$ cat config.mk
export PLATFORM = sky130hd
export DESIGN_NAME = nfh_host
export DESIGN_NICKNAME = d
export VERILOG_FILES = /design/src/core/nfh_pkg.sv /design/src/core/nfh_bus_cycle.sv /design/src/core/nfh_host.sv
export SDC_FILE = /design/constraint.sdc
export NUM_CORES = 1
export LEC_CHECK = 0
export BUFFER_PORTS_ARGS = -buffer_cell sky130_fd_sc_hd__buf_4
export CORE_MARGIN = 10
export CORE_UTILIZATION = 46
export DETAILED_ROUTE_END_ITERATION = 8
export PLACE_DENSITY = 0.66
export SLEW_MARGIN = 25
export SYNTH_ARGS = -nofsm -noshare
export SYNTH_HDL_FRONTEND = slang
export SYNTH_HIERARCHICAL = 1
export SYNTH_SLANG_ARGS = --single-unit
$ cat constraint.sdc
create_clock -name clock -period 5 [get_ports clock]
set_input_delay 0.25 -clock clock [delete_from_list [all_inputs] [get_ports clock]]
set_output_delay 0.25 -clock clock [all_outputs]
set_load 0.1 [all_outputs]
$ cat src/core/nfh_pkg.sv
// Package: constants for the parallel NOR flash host controller
package nfh_pkg;
    // Pin and field widths
    localparam int ADDR_W     = 22;
    localparam int DATA_W     = 16;
    localparam int SECT_W     = 6;
    localparam int SECT_LSB   = 15;
    localparam int BUF_MAX_W  = 16;
    localparam int BUF_MAX_B  = 32;
    localparam int CNT_W      = 16;
    // Clock rate and timings
    localparam int CLK_PS        = 8000;
    localparam int ACCESS_NS     = 70;
    localparam int CE_ACCESS_NS  = 70;
    localparam int SLEEP_ADD_NS  = 30;
    localparam int CLEAR_NS      = 500;
    localparam int CLEAR_REC_NS  = 200;
    localparam int WE_PULSE_NS   = 35;
    localparam int WE_HIGH_NS    = 30;
    localparam int ACCESS_CYC    = (ACCESS_NS * 1000 + CLK_PS - 1) / CLK_PS;
    localparam int CE_ACCESS_CYC = (CE_ACCESS_NS * 1000 + CLK_PS - 1) / CLK_PS;
    localparam int READ_CYC      = (ACCESS_CYC > CE_ACCESS_CYC) ? ACCESS_CYC : CE_ACCESS_CYC;
    localparam int CLEAR_CYC     = (CLEAR_NS * 1000 + CLK_PS - 1) / CLK_PS;
    localparam int CLEAR_REC_CYC = (CLEAR_REC_NS * 1000 + CLK_PS - 1) / CLK_PS;
    localparam int WE_LOW_CYC    = (WE_PULSE_NS * 1000 + CLK_PS - 1) / CLK_PS;
    localparam int WE_HIGH_CYC   = (WE_HIGH_NS * 1000 + CLK_PS - 1) / CLK_PS;
    // Unlock addresses and command codes (word mode)
    localparam logic [ADDR_W-1:0] UNLOCK_A1 = 22'h000555;
    localparam logic [ADDR_W-1:0] UNLOCK_A2 = 22'h0002aa;
    localparam logic [DATA_W-1:0] UNLOCK_D1 = 16'h00aa;
    localparam logic [DATA_W-1:0] UNLOCK_D2 = 16'h0055;
    localparam logic [DATA_W-1:0] CMD_PROG  = 16'h00a0;
    localparam logic [DATA_W-1:0] CMD_ERASE = 16'h0080;
    localparam logic [DATA_W-1:0] CMD_SECT  = 16'h0030;
    localparam logic [DATA_W-1:0] CMD_CHIP  = 16'h0010;
    localparam logic [DATA_W-1:0] CMD_IDENT = 16'h0090;
    localparam logic [DATA_W-1:0] CMD_BYP   = 16'h0020;
    localparam logic [DATA_W-1:0] CMD_BUF   = 16'h0025;
    localparam logic [DATA_W-1:0] CMD_BUFGO = 16'h0029;
    localparam logic [DATA_W-1:0] CMD_EXIT  = 16'h00f0;
    // Host operations
    typedef enum logic [3:0] {
        NFH_OP_READ, NFH_OP_PROG, NFH_OP_ERASE_SECT, NFH_OP_ERASE_MORE,
        NFH_OP_ERASE_CHIP, NFH_OP_IDENT, NFH_OP_EXIT, NFH_OP_BYP_ENTER,
        NFH_OP_BUF_PROG, NFH_OP_CLEAR
    } nfh_op_t;
endpackage

$ cat src/core/nfh_bus_cycle.sv
// Single asynchronous bus cycle engine: one write or one read
`timescale 1ns/100ps
`default_nettype none
module nfh_bus_cycle
    import nfh_pkg::*;
(
    // Clock and reset
    input  wire logic              clock,
    input  wire logic              rst_n,
    // Cycle request
    input  wire logic              start,
    input  wire logic              is_write,
    input  wire logic [ADDR_W-1:0] addr,
    input  wire logic [DATA_W-1:0] wdata,
    output logic                   done,
    output logic [DATA_W-1:0]      rdata,
    // Flash pins
    input  wire logic [DATA_W-1:0] dq_in,
    output logic [DATA_W-1:0]      dq_out,
    output logic                   dq_oe,
    output logic [ADDR_W-1:0]      addr_pin,
    output logic                   chip_select_n,
    output logic                   write_strobe_n,
    output logic                   output_enable_n
);
    typedef enum logic [1:0] {NFH_BC_IDLE, NFH_BC_ACT, NFH_BC_GAP} nfh_bc_t;
    nfh_bc_t          st_q, st_d;
    logic [7:0]       cnt_q, cnt_d;
    logic [DATA_W-1:0] rd_q, rd_d, dqo_q, dqo_d;
    logic [ADDR_W-1:0] a_q, a_d;
    logic             wr_q, wr_d, done_q, done_d;

    // Next state: CS and WE fall together so address latches on the later edge,
    // data on the earlier rising edge; both rise together here
    always_comb
    begin
        st_d = st_q; cnt_d = cnt_q; rd_d = rd_q; a_d = a_q;
        dqo_d = dqo_q; wr_d = wr_q; done_d = 1'b0;
        unique case (st_q)
            NFH_BC_IDLE:
                if (start)
                begin
                    a_d = addr; dqo_d = wdata; wr_d = is_write;
                    cnt_d = is_write ? 8'(WE_LOW_CYC) : 8'(READ_CYC);
                    st_d = NFH_BC_ACT;
                end
            NFH_BC_ACT:
                if (cnt_q <= 8'h01)
                begin
                    if (!wr_q)
                        rd_d = dq_in;
                    cnt_d = 8'(WE_HIGH_CYC);
                    st_d = NFH_BC_GAP;
                end
                else
                    cnt_d = cnt_q - 8'h01;
            NFH_BC_GAP:
                if (cnt_q <= 8'h01)
                begin
                    done_d = 1'b1;
                    st_d = NFH_BC_IDLE;
                end
                else
                    cnt_d = cnt_q - 8'h01;
        endcase
    end

    // Registers
    always_ff @(posedge clock)
    begin
        if (!rst_n)
        begin
            st_q <= NFH_BC_IDLE; cnt_q <= 8'h00; rd_q <= '0; a_q <= '0;
            dqo_q <= '0; wr_q <= 1'b0; done_q <= 1'b0;
        end
        else
        begin
            st_q <= st_d; cnt_q <= cnt_d; rd_q <= rd_d; a_q <= a_d;
            dqo_q <= dqo_d; wr_q <= wr_d; done_q <= done_d;
        end
    end

    // Pin drive from state; OE stays high for writes
    always_ff @(posedge clock)
    begin
        if (!rst_n)
        begin
            chip_select_n <= 1'b1; write_strobe_n <= 1'b1;
            output_enable_n <= 1'b1; dq_oe <= 1'b0;
        end
        else
        begin
            chip_select_n   <= !(st_d == NFH_BC_ACT);
            write_strobe_n  <= !(st_d == NFH_BC_ACT && wr_d);
            output_enable_n <= !(st_d == NFH_BC_ACT && !wr_d);
            dq_oe           <= (st_d != NFH_BC_IDLE) && wr_d;
        end
    end

    assign done     = done_q;
    assign rdata    = rd_q;
    assign dq_out   = dqo_q;
    assign addr_pin = a_q;
endmodule
`default_nettype wire

$ cat src/core/nfh_host.sv
// Host controller driving a parallel NOR flash through its pins
`timescale 1ns/100ps
`default_nettype none
module nfh_host
    import nfh_pkg::*;
#(
    parameter int MAX_WORDS = BUF_MAX_W
)
(
    // Clock and reset
    input  wire logic                   clock,
    input  wire logic                   rst_n,
    // Command port
    input  wire logic                   req_valid,
    input  wire nfh_pkg::nfh_op_t       req_op,
    input  wire logic [nfh_pkg::ADDR_W-1:0] req_addr,
    input  wire logic [nfh_pkg::DATA_W-1:0] req_data,
    input  wire logic [4:0]             req_count,
    input  wire logic [63:0]            req_sect_mask,
    input  wire logic                   accel_req,
    output logic                        req_ready,
    output logic                        wdata_pop,
    output logic                        resp_valid,
    output logic [nfh_pkg::DATA_W-1:0]  resp_data,
    output logic                        resp_error,
    output logic                        bypass_active,
    output logic                        op_cut,
    // Flash pins
    input  wire logic [nfh_pkg::DATA_W-1:0] dq_in,
    output logic [nfh_pkg::DATA_W-1:0]  dq_out,
    output logic                        dq_oe,
    output logic [nfh_pkg::ADDR_W-1:0]  addr_pin,
    output logic                        chip_select_n,
    output logic                        write_strobe_n,
    output logic                        output_enable_n,
    output logic                        hardware_clear_n,
    output logic                        accel_hv_en,
    output logic                        width_select_n
);
    import nfh_pkg::*;

    typedef enum logic [2:0] {NFH_IDLE, NFH_SEQ, NFH_WAIT, NFH_CLR, NFH_REC} nfh_st_t;

    nfh_st_t            st_q, st_d;
    nfh_op_t            op_q, op_d;
    logic [3:0]         step_q, step_d;
    logic [5:0]         nsteps_q, nsteps_d;
    logic [ADDR_W-1:0]  a_q, a_d;
    logic [DATA_W-1:0]  d_q, d_d, resp_q, resp_d;
    logic [4:0]         cnt_q, cnt_d;
    logic [63:0]        mask_q, mask_d;
    logic [CNT_W-1:0]   tmr_q, tmr_d;
    logic               byp_q, byp_d, cut_q, cut_d, rv_q, rv_d, err_q, err_d;
    logic               rdy_q, rdy_d, pop_q, pop_d, clr_q, clr_d, hv_q, hv_d;
    logic               bc_start, bc_wr, bc_done;
    logic [ADDR_W-1:0]  bc_addr;
    logic [DATA_W-1:0]  bc_wdata, bc_rdata;
    logic [5:0]         low_sect;

    // Lowest pending sector of a multi-sector erase
    always_comb
    begin
        low_sect = 6'h00;
        for (int i = 63; i >= 0; i--)
            if (mask_q[i])
                low_sect = 6'(i);
    end

    // Cycle engine
    nfh_bus_cycle u_cycle (
        .clock           (clock),
        .rst_n           (rst_n),
        .start           (bc_start),
        .is_write        (bc_wr),
        .addr            (bc_addr),
        .wdata           (bc_wdata),
        .done            (bc_done),
        .rdata           (bc_rdata),
        .dq_in           (dq_in),
        .dq_out          (dq_out),
        .dq_oe           (dq_oe),
        .addr_pin        (addr_pin),
        .chip_select_n   (chip_select_n),
        .write_strobe_n  (write_strobe_n),
        .output_enable_n (output_enable_n)
    );

    // Sequence step decoder: unlock pair, then command, then payload; reads, exit and bypass programs have no unlock pair
    always_comb
    begin
        bc_wr = 1'b1;
        bc_addr = UNLOCK_A1;
        bc_wdata = UNLOCK_D1;
        if (step_q == 4'h1 || step_q == 4'h4)
        begin
            bc_addr = UNLOCK_A2;
            bc_wdata = UNLOCK_D2;
        end
        unique case (op_q)
            NFH_OP_READ:
            begin
                bc_wr = 1'b0;
                bc_addr = a_q;
            end
            NFH_OP_PROG:
                if (step_q == 4'h2 || (byp_q && step_q == 4'h0))
                    bc_wdata = CMD_PROG;
                else if (step_q == 4'h3 || (byp_q && step_q == 4'h1))
                begin
                    bc_addr = a_q;
                    bc_wdata = d_q;
                end
            NFH_OP_ERASE_SECT, NFH_OP_ERASE_MORE, NFH_OP_ERASE_CHIP:
                if (step_q == 4'h2)
                    bc_wdata = CMD_ERASE;
                else if (step_q == 4'h5)
                begin
                    if (op_q == NFH_OP_ERASE_CHIP)
                        bc_wdata = CMD_CHIP;
                    else
                    begin
                        bc_addr = (op_q == NFH_OP_ERASE_SECT) ? a_q
                                : ADDR_W'({low_sect, 15'h0000});
                        bc_wdata = CMD_SECT;
                    end
                end
            NFH_OP_IDENT:
                if (step_q == 4'h2)
                    bc_wdata = CMD_IDENT;
            NFH_OP_BYP_ENTER:
                if (step_q == 4'h2)
                    bc_wdata = CMD_BYP;
            NFH_OP_EXIT:
                bc_wdata = CMD_EXIT;
            NFH_OP_BUF_PROG:
                if (step_q == 4'h2)
                begin
                    bc_addr = a_q;
                    bc_wdata = CMD_BUF;
                end
                else if (step_q == 4'h3)
                begin
                    bc_addr = a_q;
                    bc_wdata = DATA_W'(cnt_q);                     // Count minus one
                end
                else if (step_q == 4'h4 || step_q == 4'h5)
                begin
                    bc_addr = a_q;
                    bc_wdata = (step_q == 4'h4) ? d_q : CMD_BUFGO;
                end
            NFH_OP_CLEAR:
                bc_wr = 1'b1;
        endcase
        bc_start = (st_q == NFH_SEQ);
    end

    // Main controller
    always_comb
    begin
        st_d = st_q; op_d = op_q; step_d = step_q; nsteps_d = nsteps_q;
        a_d = a_q; d_d = d_q; resp_d = resp_q; cnt_d = cnt_q; mask_d = mask_q;
        tmr_d = tmr_q; byp_d = byp_q; cut_d = cut_q; err_d = 1'b0; rv_d = 1'b0;
        rdy_d = 1'b0; pop_d = 1'b0; clr_d = clr_q;
        // High voltage only while accelerated programs are requested
        hv_d = accel_req && (st_q == NFH_IDLE || op_q == NFH_OP_PROG) && st_q != NFH_CLR;
        if (hv_q && !hv_d)
            byp_d = 1'b0;
        else if (hv_q)
            byp_d = 1'b1;
        unique case (st_q)
            NFH_IDLE:
            begin
                rdy_d = 1'b1;
                if (req_valid && rdy_q)
                begin
                    rdy_d = 1'b0; op_d = req_op; a_d = req_addr; d_d = req_data;
                    step_d = 4'h0; mask_d = req_sect_mask; cnt_d = req_count;
                    st_d = NFH_SEQ;
                    unique case (req_op)
                        NFH_OP_READ, NFH_OP_EXIT: nsteps_d = 6'd1;
                        NFH_OP_PROG:      nsteps_d = byp_q ? 6'd2 : 6'd4;
                        NFH_OP_IDENT, NFH_OP_BYP_ENTER: nsteps_d = 6'd3;
                        NFH_OP_BUF_PROG:  nsteps_d = 6'd6;
                        NFH_OP_CLEAR:     nsteps_d = 6'd0;
                        default:          nsteps_d = 6'd6;
                    endcase
                    if (req_op == NFH_OP_BUF_PROG && int'(req_count) >= MAX_WORDS)
                    begin
                        err_d = 1'b1; rv_d = 1'b1; rdy_d = 1'b1;
                        st_d = NFH_IDLE;
                    end
                    else if (req_op == NFH_OP_CLEAR)
                    begin
                        clr_d = 1'b1; tmr_d = CNT_W'(CLEAR_CYC);
                        st_d = NFH_CLR;
                    end
                    else if (req_op == NFH_OP_ERASE_MORE && req_sect_mask == 64'h0)
                    begin
                        err_d = 1'b1; rv_d = 1'b1; rdy_d = 1'b1;
                        st_d = NFH_IDLE;
                    end
                end
            end
            NFH_SEQ:
                st_d = NFH_WAIT;
            NFH_WAIT:
                if (bc_done)
                begin
                    if (op_q == NFH_OP_BUF_PROG && step_q == 4'h4)
                    begin
                        pop_d = 1'b1; d_d = req_data;              // Next word
                        a_d = a_q + 22'h000001;
                        if (cnt_q != 5'h00)
                            cnt_d = cnt_q - 5'h01;
                        else
                            step_d = 4'h5;
                        st_d = NFH_SEQ;
                    end
                    else if (6'(step_q) + 6'd1 >= nsteps_q)
                    begin
                        resp_d = bc_rdata; rv_d = 1'b1;
                        if (op_q == NFH_OP_ERASE_MORE)
                            mask_d[low_sect] = 1'b0;
                        if (op_q == NFH_OP_ERASE_MORE && (mask_d != 64'h0))
                        begin
                            rv_d = 1'b0; step_d = 4'h5; st_d = NFH_SEQ; // Within erase window
                        end
                        else
                        begin
                            if (op_q == NFH_OP_BYP_ENTER)
                                byp_d = 1'b1;
                            if (op_q == NFH_OP_EXIT && !hv_q)
                                byp_d = 1'b0;
                            cut_d = 1'b0; rdy_d = 1'b1; st_d = NFH_IDLE;
                        end
                    end
                    else
                    begin
                        step_d = step_q + 4'h1;
                        if (op_q == NFH_OP_PROG && byp_q && step_q == 4'h0)
                            step_d = 4'h1;
                        st_d = NFH_SEQ;
                    end
                end
            NFH_CLR:
                if (tmr_q <= CNT_W'(1))
                begin
                    clr_d = 1'b0; tmr_d = CNT_W'(CLEAR_REC_CYC);
                    byp_d = hv_q;
                    st_d = NFH_REC;
                end
                else
                    tmr_d = tmr_q - CNT_W'(1);
            NFH_REC:
                if (tmr_q <= CNT_W'(1))
                begin
                    rv_d = 1'b1; rdy_d = 1'b1; st_d = NFH_IDLE;
                end
                else
                    tmr_d = tmr_q - CNT_W'(1);
        endcase
    end

    // State registers; the clear pulse floats the device outputs, so reads stall
    always_ff @(posedge clock)
    begin
        if (!rst_n)
        begin
            st_q <= NFH_IDLE; op_q <= NFH_OP_READ; step_q <= 4'h0; nsteps_q <= 6'd0;
            a_q <= '0; d_q <= '0; resp_q <= '0; cnt_q <= 5'h00; mask_q <= 64'h0;
            tmr_q <= '0; byp_q <= 1'b0; cut_q <= 1'b0; rv_q <= 1'b0; err_q <= 1'b0;
            rdy_q <= 1'b0; pop_q <= 1'b0; clr_q <= 1'b0; hv_q <= 1'b0;
        end
        else
        begin
            st_q <= st_d; op_q <= op_d; step_q <= step_d; nsteps_q <= nsteps_d;
            a_q <= a_d; d_q <= d_d; resp_q <= resp_d; cnt_q <= cnt_d; mask_q <= mask_d;
            tmr_q <= tmr_d; byp_q <= byp_d; cut_q <= cut_d; rv_q <= rv_d; err_q <= err_d;
            rdy_q <= rdy_d; pop_q <= pop_d; clr_q <= clr_d; hv_q <= hv_d;
        end
    end

    // Port drive; word mode fixed, the top pin is never an address input
    assign req_ready        = rdy_q;
    assign wdata_pop        = pop_q;
    assign resp_valid       = rv_q;
    assign resp_data        = resp_q;
    assign resp_error       = err_q;
    assign bypass_active    = byp_q;
    assign op_cut           = cut_q;
    assign hardware_clear_n = !clr_q;
    assign accel_hv_en      = hv_q;
    assign width_select_n   = 1'b1;
endmodule
`default_nettype wire

# Word-level counts from Yosys, hierarchy flattened
# Cells that the tools add are included.
# W data, S select, Z words.
word_totals:
  register_bits: 233
  latchBits: 0
  ram_bits: 0
  mem_bits_ro: 0
  in_bits: 131
  output_inout_bits: 67
  elab_cells: 327
  memories: 0
op_classes:
  n_addsub: 6
  n_mul: 0
  div: 0
  order_cmp: 6
  eq_ne: 43
  n_shift: 0
  mux: 181
  bitwise: 4
  reduce_logical: 59
ops:
  columns: ["op", "count"]
  rows:
  - ["$mux W64", 9]
  - ["$mux W6", 65]
  - ["$mux W16", 18]
  - ["$mux W22", 12]
  - ["$pmux W64 S2", 1]
  - ["$pmux W16 S6", 1]
  - ["$pmux W22 S4", 1]
  - ["$and A64 B64 Y64", 1]
  - ["$logic_not A64 Y1", 1]
  - ["$not A64 Y64", 1]
  - ["$reduce_bool A64 Y1", 1]
  - ["$pmux W16 S3", 1]
  - ["$pmux W22 S2", 1]
  - ["$eq A4 B3 Y1 const B", 9]
  - ["$mux W4", 8]
  - ["$mux W8", 4]
  - ["$pmux W16 S2", 1]
  - ["$mux W1", 31]
  - ["$reduce_and A5 Y1", 5]
  - ["$pmux W8 S3", 1]
  - ["$add A22 B1 Y22 const B", 1]
  - ["$mux W3", 7]
  - ["$eq A4 B2 Y1 const B", 5]
  - ["$mux W5", 4]
  - ["other kinds (48)", 110]

# Depth between registers and ports, before layout
# Gate-level depths: netlist of run 1.
logic_depth:
  depth_word: 82
  depth_mapped: 14
  depth_no_buf: 12

# By module
# Netlist of run 1, hierarchy kept.
modules_own_cells:
  columns: ["mod", "n_inst", "cells_each", "area_each_um2", "seq_area_each_um2"]
  rows:
  - ["nfh_host", 1, 1597, 10939.2, 3203.1]
  - ["nfh_bus_cycle", 1, 340, 2748.9, 1401.3]

# Least setup slack after synthesis of run 1
# No wires, ideal clock.
synth_timing:
  path_kind: "register to register"
  start: "register mask_q[24]"
  end: "register rv_q (netlist: resp_valid)"
  setup_ns: 0.086
  arrival_ns: 3.694
  setup_slack_ns: 1.220
  path_stages_with_launch: 14
  n_path_buf: 1
  cell_sequence: "dfxtp_1 -> buf_6 -> or4_4 -> or4_4 -> o211a_4 -> a21o_4 -> a222oi_1 -> o211ai_1 -> a2111o_1 -> nor4_2 -> nand4_1 -> o21ai_2 -> a31oi_1 -> a221oi_2"
synth_via:
  elab_chain_len: 43
  elab_cells_between_ends: 44
  cone_classes: "2 x order compare; 37 x mux; 2 x bitwise; 3 x reduce/logical"
synth_lines:
  columns: ["item", "line", "source"]
  rows:
  - ["start: declaration", "nfh_host.sv:51", "logic [63:0] mask_q, mask_d;"]
  - ["start signal: assignment", "nfh_host.sv:270", "a_q <= '0; d_q <= '0; resp_q <= '0; cnt_q <= 5'h00; mask_q <= 64'h0;"]
  - ["start signal: assignment", "nfh_host.sv:277", "a_q <= a_d; d_q <= d_d; resp_q <= resp_d; cnt_q <= cnt_d; mask_q <= mask_d;"]
  - ["$mux W6 (25 in a row)", "nfh_host.sv:65", "if (mask_q[i])"]
  - ["$lt A6 B7 Y1 (not written as such) / $ge A6 B1 Y1 (equally long branches)", "nfh_host.sv:223", "mask_d[low_sect] = 1'b0;"]
  - ["$logic_and A1 B1 Y1 (not written as such)", "nfh_host.sv:223", null]
  - ["$mux W1 (not written as such)", "nfh_host.sv:223", null]
  - ["$demux W1 S6", "nfh_host.sv:223", null]
  - ["$not A64 Y64 (no source line)", null, null]
  - ["$and A64 B64 Y64 (no source line)", null, null]
  - ["$mux W64 (*)", "nfh_host.sv:222", "if (op_q == NFH_OP_ERASE_MORE)"]
  - ["[... 3 more ...]", null, null]
  - ["$mux W64 (*)", "nfh_host.sv:170", "unique case (st_q)"]
  - ["$reduce_bool A64 Y1 (*)", "nfh_host.sv:224", "if (op_q == NFH_OP_ERASE_MORE && (mask_d != 64'h0))"]
  - ["$logic_and A1 B1 Y1 (*)", "nfh_host.sv:224", null]
  - ["$mux W1 (*)", "nfh_host.sv:224", null]
  - ["$mux W1 (*)", "nfh_host.sv:219", "else if (6'(step_q) + 6'd1 >= nsteps_q)"]
  - ["$mux W1 (*)", "nfh_host.sv:209", "if (op_q == NFH_OP_BUF_PROG && step_q == 4'h4)"]
  - ["$mux W1 (*)", "nfh_host.sv:207", "if (bc_done)"]
  - ["$pmux W1 S3 (*)", "nfh_host.sv:170", null]
  - ["end signal: assignment", "nfh_host.sv:278", "tmr_q <= tmr_d; byp_q <= byp_d; cut_q <= cut_d; rv_q <= rv_d; err_q <= err_d;"]
  - ["end: declaration", "nfh_host.sv:53", "logic byp_q, byp_d, cut_q, cut_d, rv_q, rv_d, err_q, err_d;"]
# Every way passes the cells marked *; elsewhere a longest branch is shown, timed or not. The select of a mux whose other input is x is not followed.
# A chain may end at the register's enable or synchronous reset.

# Worst setup path after layout of run 1
layout_timing:
  start: "register mask_q[34]"
  end: "register rv_q (netlist: resp_valid)"
layout_via:
  elab_chain_len: 53
  elab_cells_between_ends: 54
  cone_classes: "2 x order compare; 47 x mux; 2 x bitwise; 3 x reduce/logical"
layout_lines:
  columns: ["item", "line"]
  rows:
  - ["$mux W6 (35 in a row)", "nfh_host.sv:65"]
  - ["$lt A6 B7 Y1 (not written as such) / $ge A6 B1 Y1 (equally long branches)", "nfh_host.sv:223"]
  - ["$logic_and A1 B1 Y1 (not written as such)", "nfh_host.sv:223"]
  - ["$mux W1 (not written as such)", "nfh_host.sv:223"]
  - ["$demux W1 S6", "nfh_host.sv:223"]
  - ["$not A64 Y64 (no source line)", null]
  - ["$and A64 B64 Y64 (no source line)", null]
  - ["$mux W64 (*)", "nfh_host.sv:222"]
  - ["[... 3 more ...]", null]
  - ["$mux W64 (*)", "nfh_host.sv:170"]
  - ["$reduce_bool A64 Y1 (*)", "nfh_host.sv:224"]
  - ["$logic_and A1 B1 Y1 (*)", "nfh_host.sv:224"]
  - ["$mux W1 (*)", "nfh_host.sv:224"]
  - ["$mux W1 (*)", "nfh_host.sv:219"]
  - ["$mux W1 (*)", "nfh_host.sv:209"]
  - ["$mux W1 (*)", "nfh_host.sv:207"]
  - ["$pmux W1 S3 (*)", "nfh_host.sv:170"]
# Marked as above.

==> results.md, run 1 <==
Outcome:
- The run finished with clean final reports.

Detailed routing:
- The final routed wire length divided by cell count is between 20 and 25 um.
- In this run, the number of DRC markers left after iteration 0 of detailed routing was between 2000 and 2500.
- The vias per cell is 6.183.
- The first-pass detailed-route iteration total is 6.
- The via count is about 16000.
- The detail route stage leaves a number of antenna-violating nets equal to 0.
- The routed wire length is between 50000 and 60000 um.
- The DRC violation count after routing is 0.

Die:
- The I/O pin count is approximately 200.
- Once the floorplan was initialized, standard cells occupied a little under half of the core.
- In this run the vertical extent of the chip is slightly below 200 um.
- The floorplan step defined a core boundary enclosing slightly below 30000 sq um.
- The cell row count is between 60 and 70.
- The die is 192.5 um wide.
- The die covers 37060 sq um.

Timing:
- Across all hold checks on the routed design, the worst slack comes to around 0.0035 ns.
- Setup repair after global routing left no endpoint under its margin.
- The worst clock skew is approximately 0.0091 ns.
- Setup total negative slack on the finished layout was measured at 0 ns.
- The number of endpoints with negative hold slack in the final report is 0.
- Setup violations remaining at the end of the flow were counted as 0.
- In this run the tightest slew margin relative to its limit is between 20% and 30%.
- The minimum period implied by the final worst setup slack is approximately 4.8 ns.
- The share of the clock period used by the worst path is 95.16%.
- The maximum clock frequency is 0.2102 GHz.
- The final count of pins violating max slew came to 0.
- The slew at the pin closest to its max-slew limit is 1.126 ns.

Logic synthesis:
- After technology mapping, the gate count stands at 1937.
- The number of nets in the synthesized netlist is 2085.
- The summed instance area of the synthesized netlist is between 10000 and 15000 sq um.
- The number of enable flip-flop cells after synthesis is 0.
- The biggest area contributor in the post-synthesis netlist is dfxtp_1.
- The share of synthesized registers carrying an async set or reset is 0%.
- The share of synthesized area in the top cell type comes to roughly a third.
- The share of the yosys chip area belonging to registers is 33.64%.
- The count of cell types in the netlist is 90.
- The Yosys step of the flow raised 6 warnings.
- The most instantiated flip-flop cell in the synthesis netlist is dfxtp_1.
- Counting flops and latches in the post-synthesis netlist gives 230.
- In the post-synthesis netlist, the biggest area contributors are dfxtp_1 (34%), a21oi_1 (11%), nand2_1 (8.3%).
- The average instance in the mapped netlist occupies 7.067 sq um.

Flow run:
- The max-cap violation count is 0.

Layout:
- The final cell utilization of the core is between 50% and 60%.
- The area growth from synthesis to layout is 27.08%.
- The net count of the finished layout is between 2000 and 2500.
- The non-filler instance count after layout is ~2600.
- The share of cells above drive strength 1 is ~16%.
- After filler insertion, the fill cell instance count of the layout stands at about 2800.

Placed design:
- Counting tap cells, the placed design contains a total of about 2500 instances.
- The final HPWL from detailed placement is roughly 40000 um.
- The routability-driven placement congestion ratio is ~1.1.
- The port buffer count is 195.

Global route:
- For this run, the total global-route usage over all layers was measured as approximately 29%.
- The number of global-route vias before repair was roughly 15000.
- The remaining global-route overflow is 0.
- The first global-routing pass estimated ~86000 um of wire.
- The initial antenna violation count is 2.
- Entering global routing, the biggest net connects 84 pins.

Clock network:
- For the worst-skew pair, the clock arrives at the later sink with an insertion delay of about 0.54 ns.
- The root buffer cell is clkbuf_16.
- CTS built an H-tree with a depth of 1.
- No sink is reached through more buffers than the 3 on the longest clock path.
- Counting the buffers created by CTS gives 26.
- For this design, the sink count on the clock tree is 230.
- Clock-pin slew was measured on the worst setup and hold paths at around 0.060 ns.
- In this run the post-CTS setup repair buffer count came out at 0.
- TritonCTS built the clock tree.

Pwr:
- For this design the ratio of total power to cell area is roughly 380 nW/um^2.
- In this run the static leakage power is ~6.6 nW.
- The largest vdd supply drop is around 0.28 mV.

Hold path:
- The origin of the worst min-delay path is req_sect_mask[8].
- The path type of the worst min-delay path is in2reg.

Critical path:
- The category of the worst setup path capture point is a flip-flop.
- The kind of start point of the critical path is a flip-flop.
- The endpoint arrival time on the critical path is approximately 5.2 ns.
- The critical path in this run is classified as reg2reg.
- The source of the worst register-to-register timing path is mask_q[34].
- Of all nets on the critical path, the largest fanout is 11.
- Tracing the worst setup path back leads to its startpoint at mask_q[34].
- Data on the critical path is required at its endpoint by ~5.5 ns.
[critical path: stages, from the launching register on]
cell and delay [ns]:
dfxtp_1 0.39, or4_1 0.62, nor4_4 0.58, nand4_1 0.39, o31ai_1 0.30, buf_4 0.24, inv_1 0.08, o41ai_1 0.33
nand4_1 0.16, a2111oi_2 0.50, buf_4 0.19, nand4_1 0.11, buf_4 0.17, o21ai_2 0.21, a31oi_1 0.16, a221oi_2 0.24
[power by group]
part           switching (W)  internal [W]  leakage (nW)
combinational        0.00170      0.000873          4.34
sequential          0.000162       0.00196          1.86
clock               0.000793       0.00108         0.389
[metrics by stage]
stage | power [W] | area, sq um | worst slack (ns)
2_1_floorplan | 0.003668 | 13690 | 1.220
5_1_grt | 0.006856 | 17400 | 0.04519
6_report | 0.006561 | 17400 | 0.2419
4_1_cts | 0.006496 | 17390 | 0.06659
3_3_place_gp | 0.004600 | 15720 | 0.2456
3_5_place_dp | 0.004574 | 15720 | 0.05748
[state kept, by name (all words and copies together), names as in the netlist, 3 cells and up]
name / flops
u_cycle/dq_out: 16
op_q: 4
u_cycle/addr_pin: 22
nsteps_q: 3
u_cycle/rdata: 16
step_q: 4
resp_data: 16
tmr_q: 16
u_cycle/cnt_q: 8
cnt_q: 5
st_q: 3
a_q: 22
d_q: 16
mask_q: 64
[timing repair]
item | CTS | global route
hold buffers | 85 | 0
gates resized for setup | 0 | 2
hold endpoints to repair | 85 | 0
setup endpoints to repair | 0 | 7
[cell type report]
type,count,area (sq um),area share (%)
diodes,1,2.502,0.01439
well taps,390,488.0,2.805
clock buffers,36,698.2,4.014
multi-input cells,1536,8452,48.59
clock inverters,10,118.9,0.6833
inverters,39,148.9,0.8559
repair buffers,354,2883,16.57
flip-flops and latches,230,4604,26.47
[cells in the final DEF (no fill, tap or decap), drive strengths merged, types with 6 or more instances in the layout]
| master | instances |
|---|---|
| ha | 17 |
| buf | 269 |
| or3 | 14 |
| a21oi | 311 |
| dfxtp | 230 |
| o21a | 6 |
| nand4 | 16 |
| o211ai | 19 |
| a21boi | 12 |
| o31ai | 14 |
| xnor2 | 6 |
| nor2b | 14 |
| nor2 | 166 |
| dlygate4sd3 | 85 |
| a2111oi | 7 |
| and2 | 32 |
| a21o | 10 |
| nor3 | 42 |
| nor4 | 44 |
| a31oi | 33 |
| clkbuf | 36 |
| nand3 | 52 |
| xor2 | 8 |
| o21ai | 180 |
| and3 | 22 |
| a311oi | 6 |
| a211oi | 14 |
| nand2b | 20 |
| or2 | 9 |
| o22ai | 8 |
| or4 | 24 |
| inv | 39 |
| nand2 | 302 |
| a22oi | 25 |
| o41ai | 18 |
| nand3b | 7 |
[synthesized netlist by cell type (7+ instances only)]
master    instances
a211oi_1         14
a21boi_0         10
a21o_1            9
a21oi_1         311
a22oi_1          25
a31oi_1          33
and2_1           27
and3_1           22
buf_1            11
clkbuf_1        113
dfxtp_1         230
ha_1             17
inv_1            38
nand2_1         302
nand2b_1         20
nand3_1          52
nand3b_1          7
nand4_1          16
nor2_1          165
nor2b_1          14
nor3_1           39
nor4_1           41
o211ai_1         19
o21ai_0         171
o21ai_1           8
o22ai_1           8
o31ai_1          14
o41ai_1          18
or2_2             9
or3_1            14
or4_1            21
xor2_1            8
[metal layers]
metal | wire [um] | vias to the layer above | track usage, %
met5 | 0 | - | 0
li1 | - | 7568 | -
met4 | 2269 | 0 | 11.36
met1 | 23850 | 7555 | 38.94
met3 | 4451 | 147 | 4.391
met2 | 24970 | 782 | 45.53
[kinds of logic after synthesis]
kind of cell             after synthesis  synth area share [%]
XOR/XNOR                              14                0.8958
buffers and inverters                171                 4.900
flip-flops                           230                 33.64
other                                  2               0.05487
adder cells (fa/ha/maj)               17                 1.554
AND/OR/NAND/NOR                      782                 27.46
AO/OA/AOI/OAI                        718                 31.28
multiplexers                           3                0.2194
[path summary, 6_finish.rpt]
path | to | slack (ns) | cells past startpoint
setup / recovery | resp_valid | 0.24 | 15
hold / removal | mask_q[8] | 0.004 | 3
setup reg to reg | resp_valid | 0.24 | 15
hold reg to reg | resp_data[9] | 0.44 | 2
Power figures use the tool's default switching activity.
==> inputs of run 2 (changes only) <==
--- a/config.mk
+++ b/config.mk
@@ -13,5 +13,4 @@
 export SLEW_MARGIN = 25
 export SYNTH_ARGS = -nofsm -noshare
 export SYNTH_HDL_FRONTEND = slang
-export SYNTH_HIERARCHICAL = 1
 export SYNTH_SLANG_ARGS = --single-unit
==> run 2 against run 1 <==
  * Flip-flop and latch count unchanged
  * Clock power increased by 9.6%
  * Critical path depth decreased by 4
  * Worst setup slack worse by 0.13 ns
  * Via count is 2.9% lower
  * Cell count shrank 3.2%
  * Sequential share of layout area rose by 0.12 points
  * Synthesized area up 2.2%
  * Utilization is 0.88 points lower
  * Routed wire length up 1.5%
  * Combinational power decreased by 44%
==> results.md, run 2 <==
Outcome:
- The run finished with clean final reports.

Clock network:
- The post-CTS setup buffer count is 0 (unchanged).
- The number of buffers inserted during clock tree synthesis is 27 (+3.8%).
- The number of levels in the clock H-tree is 1 (unchanged).
- The maximum buffer depth of the clock tree is 3 (unchanged).
- The clock edge transition at the registers on the reported setup and hold paths is 0.06 ns (about the same).
- The clock sink count is 230 (unchanged).
- The clock latency on the worst-skew pair was 0.55 ns (about the same).
- The root buffer cell is clkbuf_16.
- The TritonCTS clock tree is done.

Die:
- The die extent in x is 194.4 um (+0.99%).
- The cell row count is 63 (unchanged).
- The die area is 37800 sq um (+2.0%).
- The I/O pin count was 198 (unchanged).
- The core area came to 29800 sq um (+1.1%).
- The initial core utilization is 46.96% (+0.53 points).
- The die outline height is 194.4 um (+0.99%).

Placed design:
- The final HPWL from detailed placement came to 40910 um (-0.13%).
- The routability-driven placement congestion ratio was 1.018 (-3.8%).
- The port buffer count is 195 (unchanged).
- The area of placed instances is 15740 sq um (+0.15%).

Logic synthesis:
- The top-area cell type share of the netlist area was 32.90% (-0.73 points).
- The net count after synthesis is 2056 (-1.4%).
- The average size of a mapped cell is 7.334 sq um (+3.8%).
- The count of warnings emitted by yosys is 0 (-6).
- The count of cell types in the netlist came to 93 (+3.3%).
- In the synthesized netlist, the cells that appear most often are nand2_1 (285), dfxtp_1 (230), nor2_1 (162).
- The share of the yosys chip area belonging to registers is 32.90% (-0.73 points).
- The synthesized-area fraction occupied by and/or/nand/nor cells is 29.28% (+1.8 points).
- Of all cell types, the one taking the most synthesized area is dfxtp_1.
- The summed instance area of the synthesized netlist was 13990 sq um (+2.2%).
- The most instantiated flip-flop cell in the synthesis netlist is dfxtp_1.
- The fraction of synthesized area in multiplexers came to 0.2146% (-0.0048 points).
- The share of synthesized registers carrying an async set or reset is 0% (unchanged).
- The main combinational cell family by area after synthesis is compound AO/OA/AOI/OAI gates.
- The parity-gate share of the synthesized area counting xor and xnor cells was 0.8763% (-0.020 points).
- The share of synthesized cell area in full adder, half adder and majority cells is 1.520% (-0.034 points).
- The synthesized instance count is 1908 (-1.5%).
- The number of enable flip-flop cells after synthesis is 0 (unchanged).
- The compound-cell area share of the yosys netlist is 30.25% (-1.0 points).
- The flop and latch count out of synthesis is 230 (unchanged).
- The most common cell in the synthesized netlist is nand2_1.
- Ranked by total cell area, the synthesized netlist is headed by dfxtp_1 (33%), nand2_1 (7.6%), a21boi_0 (5.8%).

Layout:
- The count of filler cells inserted in the layout is 2819 (+0.86%).
- In the layout the commonest cells are nand2_1 (285), dfxtp_1 (230), buf_4 (229).
- The register with the most flip-flops in the final layout is mask_q.
- The flip-flop and latch area was 4604 sq um (unchanged).
- The layout net count was 2251 (-3.6%).
- The share of cells above drive strength 1 came to 15.41% (-0.28 points).
- The area growth from synthesis to layout is 23.76%.
- The post-route standard cell area excluding fillers is 17320 sq um (-0.45%).
- The flip-flop count of the largest register, all copies and words added is 64 (unchanged).
- The multi-input combinational cell area is 8760 sq um (+3.6%).
- The library cell used most frequently in the layout, excluding fill and tap cells, is nand2_1.

Detailed routing:
- The via count is 15580 (-2.9%).
- The violation count after the first detailed-route iteration is 1471 (-27%).
- The DRC violation count after routing came to 0 (unchanged).
- The number of antenna-violating nets in the routed design is 0 (unchanged).
- The vias per cell is 6.200 (+0.27%).
- The first-pass detailed-route iteration total is 5 (-1).
- The final routed wire length divided by cell count came to 22.42 um (+4.8%).
- The routed wire length came to 56350 um (+1.5%).

Critical path:
- The kind of cell with the highest combined delay along the critical path is compound AO/OA/AOI/OAI gates.
- The worst stage delay on the critical path is 0.73 ns (+0.11 ns).
- The class of the most critical setup path is reg2reg.
- The required time of the worst setup path is 5.43 ns (-0.03 ns).
- Traced cell by cell, the critical path runs through or4_1 > a2111oi_2 > o32a_1 > nand3_2 > o41ai_1 > o2111ai_1 > or4b_1 > nor3_2 > and4_4 > nor2_1 > o221a_1.
- The kind of start point of the critical path is a flip-flop.
- The buffer and inverter count on the worst path is 0 (-4).
- The largest fanout on the critical path is 15 (+4).
- On the critical path, the stage with the largest delay is an instance of o41ai_1.
- The endpoint arrival time on the critical path is 5.31 ns (+0.09 ns).
- STA classifies the critical path endpoint as a flip-flop.

Global route:
- The global-route usage over all layers is 28.24% (-0.67 points).
- The initial antenna violation count was 2 (unchanged).
- The global-route wire length before repair is 87910 um (+1.9%).
- The remaining global-route overflow was 0 (unchanged).
- The number of global-route vias before repair was 15040 (+0.42%).
- The largest net degree at the start of global routing came to 84 (unchanged).

Timing:
- The worst clock skew is 0.01719 ns (+0.008120 ns).
- The share of the clock period used by the worst path is 97.76% (+2.6 points).
- The relative slew slack is 29.62% (+5.4 points).
- The final-report setup violation count is 0 (unchanged).
- The final count of pins violating max slew is 0 (unchanged).
- The slew at the pin closest to its max-slew limit is 1.048 ns (-0.07812 ns).
- The minimum period implied by the final worst setup slack is 4.888 ns (+0.1299 ns).
- Setup repair after global routing left no endpoint under its margin.
- The number of endpoints with negative hold slack in the final report is 0 (unchanged).
- The total negative setup slack was 0 ns (unchanged).
- The maximum clock frequency was 0.2046 GHz (-2.7%).

Pwr:
- The internal power component is 0.003672 W (-6.1%).
- The part of the total power dissipated in sequential elements is 36.8% (+4.5 points).
- The clock network fraction of design power is 37.1% (+8.6 points).
- The switching share of power was 33.73% (-6.7 points).
- The static leakage power was 6.460 nW (-2.0%).
- The largest vdd supply drop came to 0.2951 mV (+7.0%).
- The switching power is 0.001869 W (-29%).
- The power density over the cells is 320.0 nW/um^2 (-15%).
- The combinational group share of total power came to 26.2% (-13 points).

Flow run:
- The max-cap violation count was 0 (unchanged).

Hold path:
- The path type of the worst min-delay path is in2reg.
[run 2: cell types whose count changed in the layout (fill, tap and decap cells not counted), sizes merged, moves of 9 or more]
| cell | change |
|---|---|
| a21oi | -192 |
| a22oi | +37 |
| inv | +9 |
| o21ai | -11 |
| a21boi | +97 |
| dlygate4sd3 | -20 |
| buf | -40 |
| nor3 | +19 |
| or4 | -12 |
| nor2b | +59 |
| nand2 | -15 |
| o22ai | +9 |
[run 2: timing repair]
item                                   CTS  global route
resized for setup                        0             0
endpoints found under the hold margin   65             0
hold buffers                            65             0
[run 2: final cells by class]
type	instances	share of cell area [%]
inverter	47	1.019
sequential	230	26.59
antenna	1	0.01445
clock inverter	8	0.7080
timing repair buffer	294	13.68
clock buffer	40	4.588
multi-input combinational	1503	50.58
tap	390	2.818
[run 2: metrics by stage]
step | utilization, % | power (W) | hold WS (ns) | setup WS, ns | std cells
2_1_floorplan | - | 0.002920 | 0.3949 | 1.670 | 1908
3_3_place_gp | 52.83 | 0.003438 | 0.4486 | 0.2180 | 2399
3_5_place_dp | 52.83 | 0.003431 | 0.4585 | 0.3217 | 2399
4_1_cts | 58.10 | 0.005522 | 0.0001741 | 0.3068 | 2512
5_1_grt | 58.12 | 0.005741 | 0.007622 | 0.07319 | 2513
6_report | 58.12 | 0.005541 | 0.008965 | 0.1120 | 2513
[run 2: per-layer routing]
layer | GRT usage, % | vias up | share of wire (%)
met2 | 44.06 | 720 | 44
met1 | 37.75 | 7422 | 43
met3 | 5.369 | 142 | 8.2
met5 | 0 | - | 0
li1 | - | 7296 | -
met4 | 10.82 | 0 | 4.1
[run 2: cells by family (layout without fill, tap and decap cells)]
family,Yosys count,in the layout
DFF,230,230
AOI/OAI and AO/OA,638,638
muxes,3,3
and+or+nand+nor,829,829
other,2,3
adders and majority gates,17,17
buffers and inverters,175,389
xor gates and xnor gates,14,14
[run 2: worst register-to-register path, cell delays in order (launching register included)]
cell and delay, ns:
dfxtp_1 0.41, or4_1 0.65, a2111oi_2 0.72, o32a_1 0.32
nand3_2 0.41, o41ai_1 0.73, o2111ai_1 0.23, or4b_1 0.56
nor3_2 0.12, and4_4 0.31, nor2_1 0.06, o221a_1 0.23
[run 2: path summary, 6_finish.rpt]
kind	start	to	slack, ns	cells after the start
hold reg to reg	u_cycle.rdata[9]	resp_data[9]	0.46	2
setup reg to reg	mask_q[12]	st_q[0]	0.11	11
hold / removal	req_sect_mask[28]	mask_q[28]	0.009	3
setup / recovery	mask_q[12]	st_q[0]	0.11	11
[run 2: power by group through the flow]
stage                     clock [W]  combinational [W]  sequential, W
final                       0.00205            0.00145        0.00204
after global routing        0.00215            0.00154        0.00205
after CTS                   0.00208            0.00141        0.00203
after detailed placement          0            0.00136        0.00207
after global placement            0            0.00137        0.00207
after floorplan                   0           0.000859        0.00206
==> inputs of run 3 (changes only) <==
--- a/config.mk
+++ b/config.mk
@@ -9,6 +9,7 @@
 export CORE_MARGIN = 10
 export CORE_UTILIZATION = 46
 export DETAILED_ROUTE_END_ITERATION = 8
+export MAX_ROUTING_LAYER = met4
 export PLACE_DENSITY = 0.66
 export SLEW_MARGIN = 25
 export SYNTH_ARGS = -nofsm -noshare
==> run 3 against run 2 <==
  * Design area grew 1.6%
  * Via count rose by 0.50%
  * Critical endpoint is now step_q[3]
  * Largest power group unchanged
  * Combinational power barely moved
  * Highest routed layer unchanged
  * Cell count increased by 0.80%
  * Worst setup slack better by 0.19 ns
  * Sequential share of layout area shrank 0.41 points
  * Critical path type unchanged
  * Flip-flop and latch count did not move
  * Clock skew grew 0.0053 ns
==> results.md, run 3 (synthesis gave the netlist of run 2 again) <==
Clock network:
- The clock edge transition at the registers on the reported setup and hold paths came to 0.06 ns (about the same).
- The root buffer cell is clkbuf_16.
- The maximum buffer depth of the clock tree was 3 (unchanged).
- TritonCTS built the clock tree.
- The number of buffers inserted during clock tree synthesis is 27 (unchanged).
- The clock sink count is 230 (unchanged).
- The post-CTS setup buffer count came to 0 (unchanged).
- The clock latency on the worst-skew pair is 0.57 ns (+0.02 ns).
- The number of levels in the clock H-tree is 1 (unchanged).

Global route:
- The initial antenna violation count was 3 (+1).
- The number of global-route vias before repair came to 15220 (+1.2%).
- The global-route wire length before repair was 88040 um (+0.15%).
- The remaining global-route overflow came to 0 (unchanged).
- The global-route usage over all layers was 29.10% (+0.86 points).
- The largest net degree at the start of global routing is 88 (+4.8%).

Placed design:
- The port buffer count is 195 (unchanged).
- The post-placement cell count is 2399 (unchanged).
- The routability-driven placement congestion ratio is 1.035 (+1.7%).
- The final HPWL from detailed placement is 41330 um (+1.0%).

Pwr:
- The power density over the cells is 326.2 nW/um^2 (+1.9%).
- The largest vdd supply drop is 0.3185 mV (+7.9%).
- The static leakage power came to 6.576 nW (+1.8%).

Timing:
- The share of the clock period used by the worst path is 93.88% (-3.9 points).
- The slew at the pin closest to its max-slew limit is 1.106 ns (+0.05863 ns).
- The relative slew slack is 25.98% (-3.6 points).
- The minimum period implied by the final worst setup slack came to 4.694 ns (-0.1938 ns).
- Setup repair after global routing left no endpoint under its margin.
- The final count of pins violating max slew is 0 (unchanged).
- The worst clock skew is 0.02245 ns (+0.005261 ns).
- The total negative setup slack is 0 ns (unchanged).
- The number of endpoints with negative hold slack in the final report is 0 (unchanged).
- The worst hold slack is 0.0009464 ns (-0.008018 ns).
- The final-report setup violation count is 0 (unchanged).
- The maximum clock frequency is 0.2130 GHz (+4.1%).

Layout:
- The flip-flop count of the largest register, all copies and words added is 64 (unchanged).
- Relative to the synthesized area, the layout overhead comes to 25.68%.
- The final cell utilization of the core was 59.02% (+0.90 points).
- The most common cell after layout, fill and taps aside is nand2_1.
- The count of filler cells inserted in the layout is 2763 (-2.0%).
- The non-filler instance count after layout is 2533 (+0.80%).
- The multi-input combinational cell area is 8766 sq um (about the same).
- The flip-flop and latch area was 4604 sq um (unchanged).
- mask_q holds more flip-flops than any other register.
- The share of cells above drive strength 1 is 15.47% (+0.057 points).
- The layout net count is 2267 (+0.71%).
- Leaving out fill and tap cells, the most frequent cells in the layout are nand2_1 (285), dfxtp_1 (230), buf_4 (229).

Die:
- The die extent in x is 194.4 um (unchanged).
- The cell row count came to 63 (unchanged).
- The I/O pin count is 198 (unchanged).
- The die area came to 37800 sq um (unchanged).
- The core area is 29800 sq um (unchanged).
- The die outline height is 194.4 um (unchanged).
- The initial core utilization is 46.96% (unchanged).

Detailed routing:
- The violation count after the first detailed-route iteration came to 1590 (+8.1%).
- The first-pass detailed-route iteration total is 6 (+1).
- The number of antenna-violating nets in the routed design is 0 (unchanged).
- The via count is 15660 (+0.50%).
- The routed wire length was 56970 um (+1.1%).
- The final routed wire length divided by cell count came to 22.49 um (+0.31%).
- The DRC violation count after routing is 0 (unchanged).
- The vias per cell is 6.182 (-0.29%).

Critical path:
- The worst setup path is launched from a flip-flop.
- The largest fanout on the critical path came to 15 (unchanged).
- The endpoint arrival time on the critical path is 5.16 ns (-0.15 ns).
- The required time of the worst setup path is 5.47 ns (+0.04 ns).
- The class of the most critical setup path is reg2reg.
- The category of the worst setup path capture point is a flip-flop.

Hold path:
- The tightest min-delay check is of the in2reg type.

Outcome:
- The run finished with clean final reports.

Flow run:
- The max-cap violation count is 0 (unchanged).
run 3: cell types whose count changed in the layout (fill, tap and decap cells not counted), sizes merged:
cell / previous run / this run
bufinv: 3 / 6
dlygate4sd3: 65 / 81
clkbuf: 40 / 39
diode: 1 / 3
run 3: final cells by class:
type,instances,area share [%]
Multi-Input combinational cell,1503,49.84
Sequential cell,230,26.18
Timing Repair Buffer,310,14.39
Clock buffer,39,4.496
Tap cell,390,2.775
Clock inverter,11,1.273
Inverter,47,1.003
Antenna cell,3,0.04269
run 3: final timing paths:
kind | slack, ns | cells after the start | startpoint | end
setup reg to reg | 0.31 | 12 | mask_q[21] | step_q[3]
setup / recovery | 0.31 | 12 | mask_q[21] | step_q[3]
hold reg to reg | 0.46 | 2 | u_cycle.rdata[1] | resp_data[1]
hold / removal | 0.0009 | 3 | req_sect_mask[27] | mask_q[27]
run 3: critical path, stage by stage (launching register included):
cell and delay (ns):
dfxtp_1 0.41, or4_1 0.62, a311oi_1 0.47, o21ai_1 0.25
o211ai_2 0.21, nand3_2 0.44, or2_0 0.57, o21ai_0 0.41
nand4_1 0.19, nor4b_2 0.34, and4_4 0.34, o211ai_2 0.12
a21oi_1 0.22
run 3: where the power goes:
group          switching, W  total (W)  internal [W]
registers          0.000123    0.00204       0.00192
clock network      0.000835    0.00224       0.00141
logic              0.000931    0.00145      0.000521
total               0.00189    0.00574       0.00385
run 3: routing by layer:
metal	up-vias	part of all wire, %	GRT usage, %
met4	0	4.0	10.19
met1	7399	43	37.10
met2	748	45	45.71
met3	169	7.4	4.870
met5	-	0	-
li1	7342	-	-
run 3: per-stage QoR:
step | area, sq um | total power, W | worst slack [ns]
6_report | 17590 | 0.005736 | 0.3058
3_3_place_gp | 15740 | 0.003427 | 0.3771
4_1_cts | 17570 | 0.005724 | 0.3795
2_1_floorplan | 13990 | 0.002920 | 1.670
5_1_grt | 17590 | 0.005934 | 0.1918
3_5_place_dp | 15740 | 0.003425 | 0.4321
run 3: what timing repair did:
| action | CTS | global route |
|---|---|---|
| endpoints found under the setup margin | 0 | 1 |
| hold buffers | 81 | 0 |
| hold endpoints to repair | 81 | 0 |
| resized for setup | 0 | 1 |
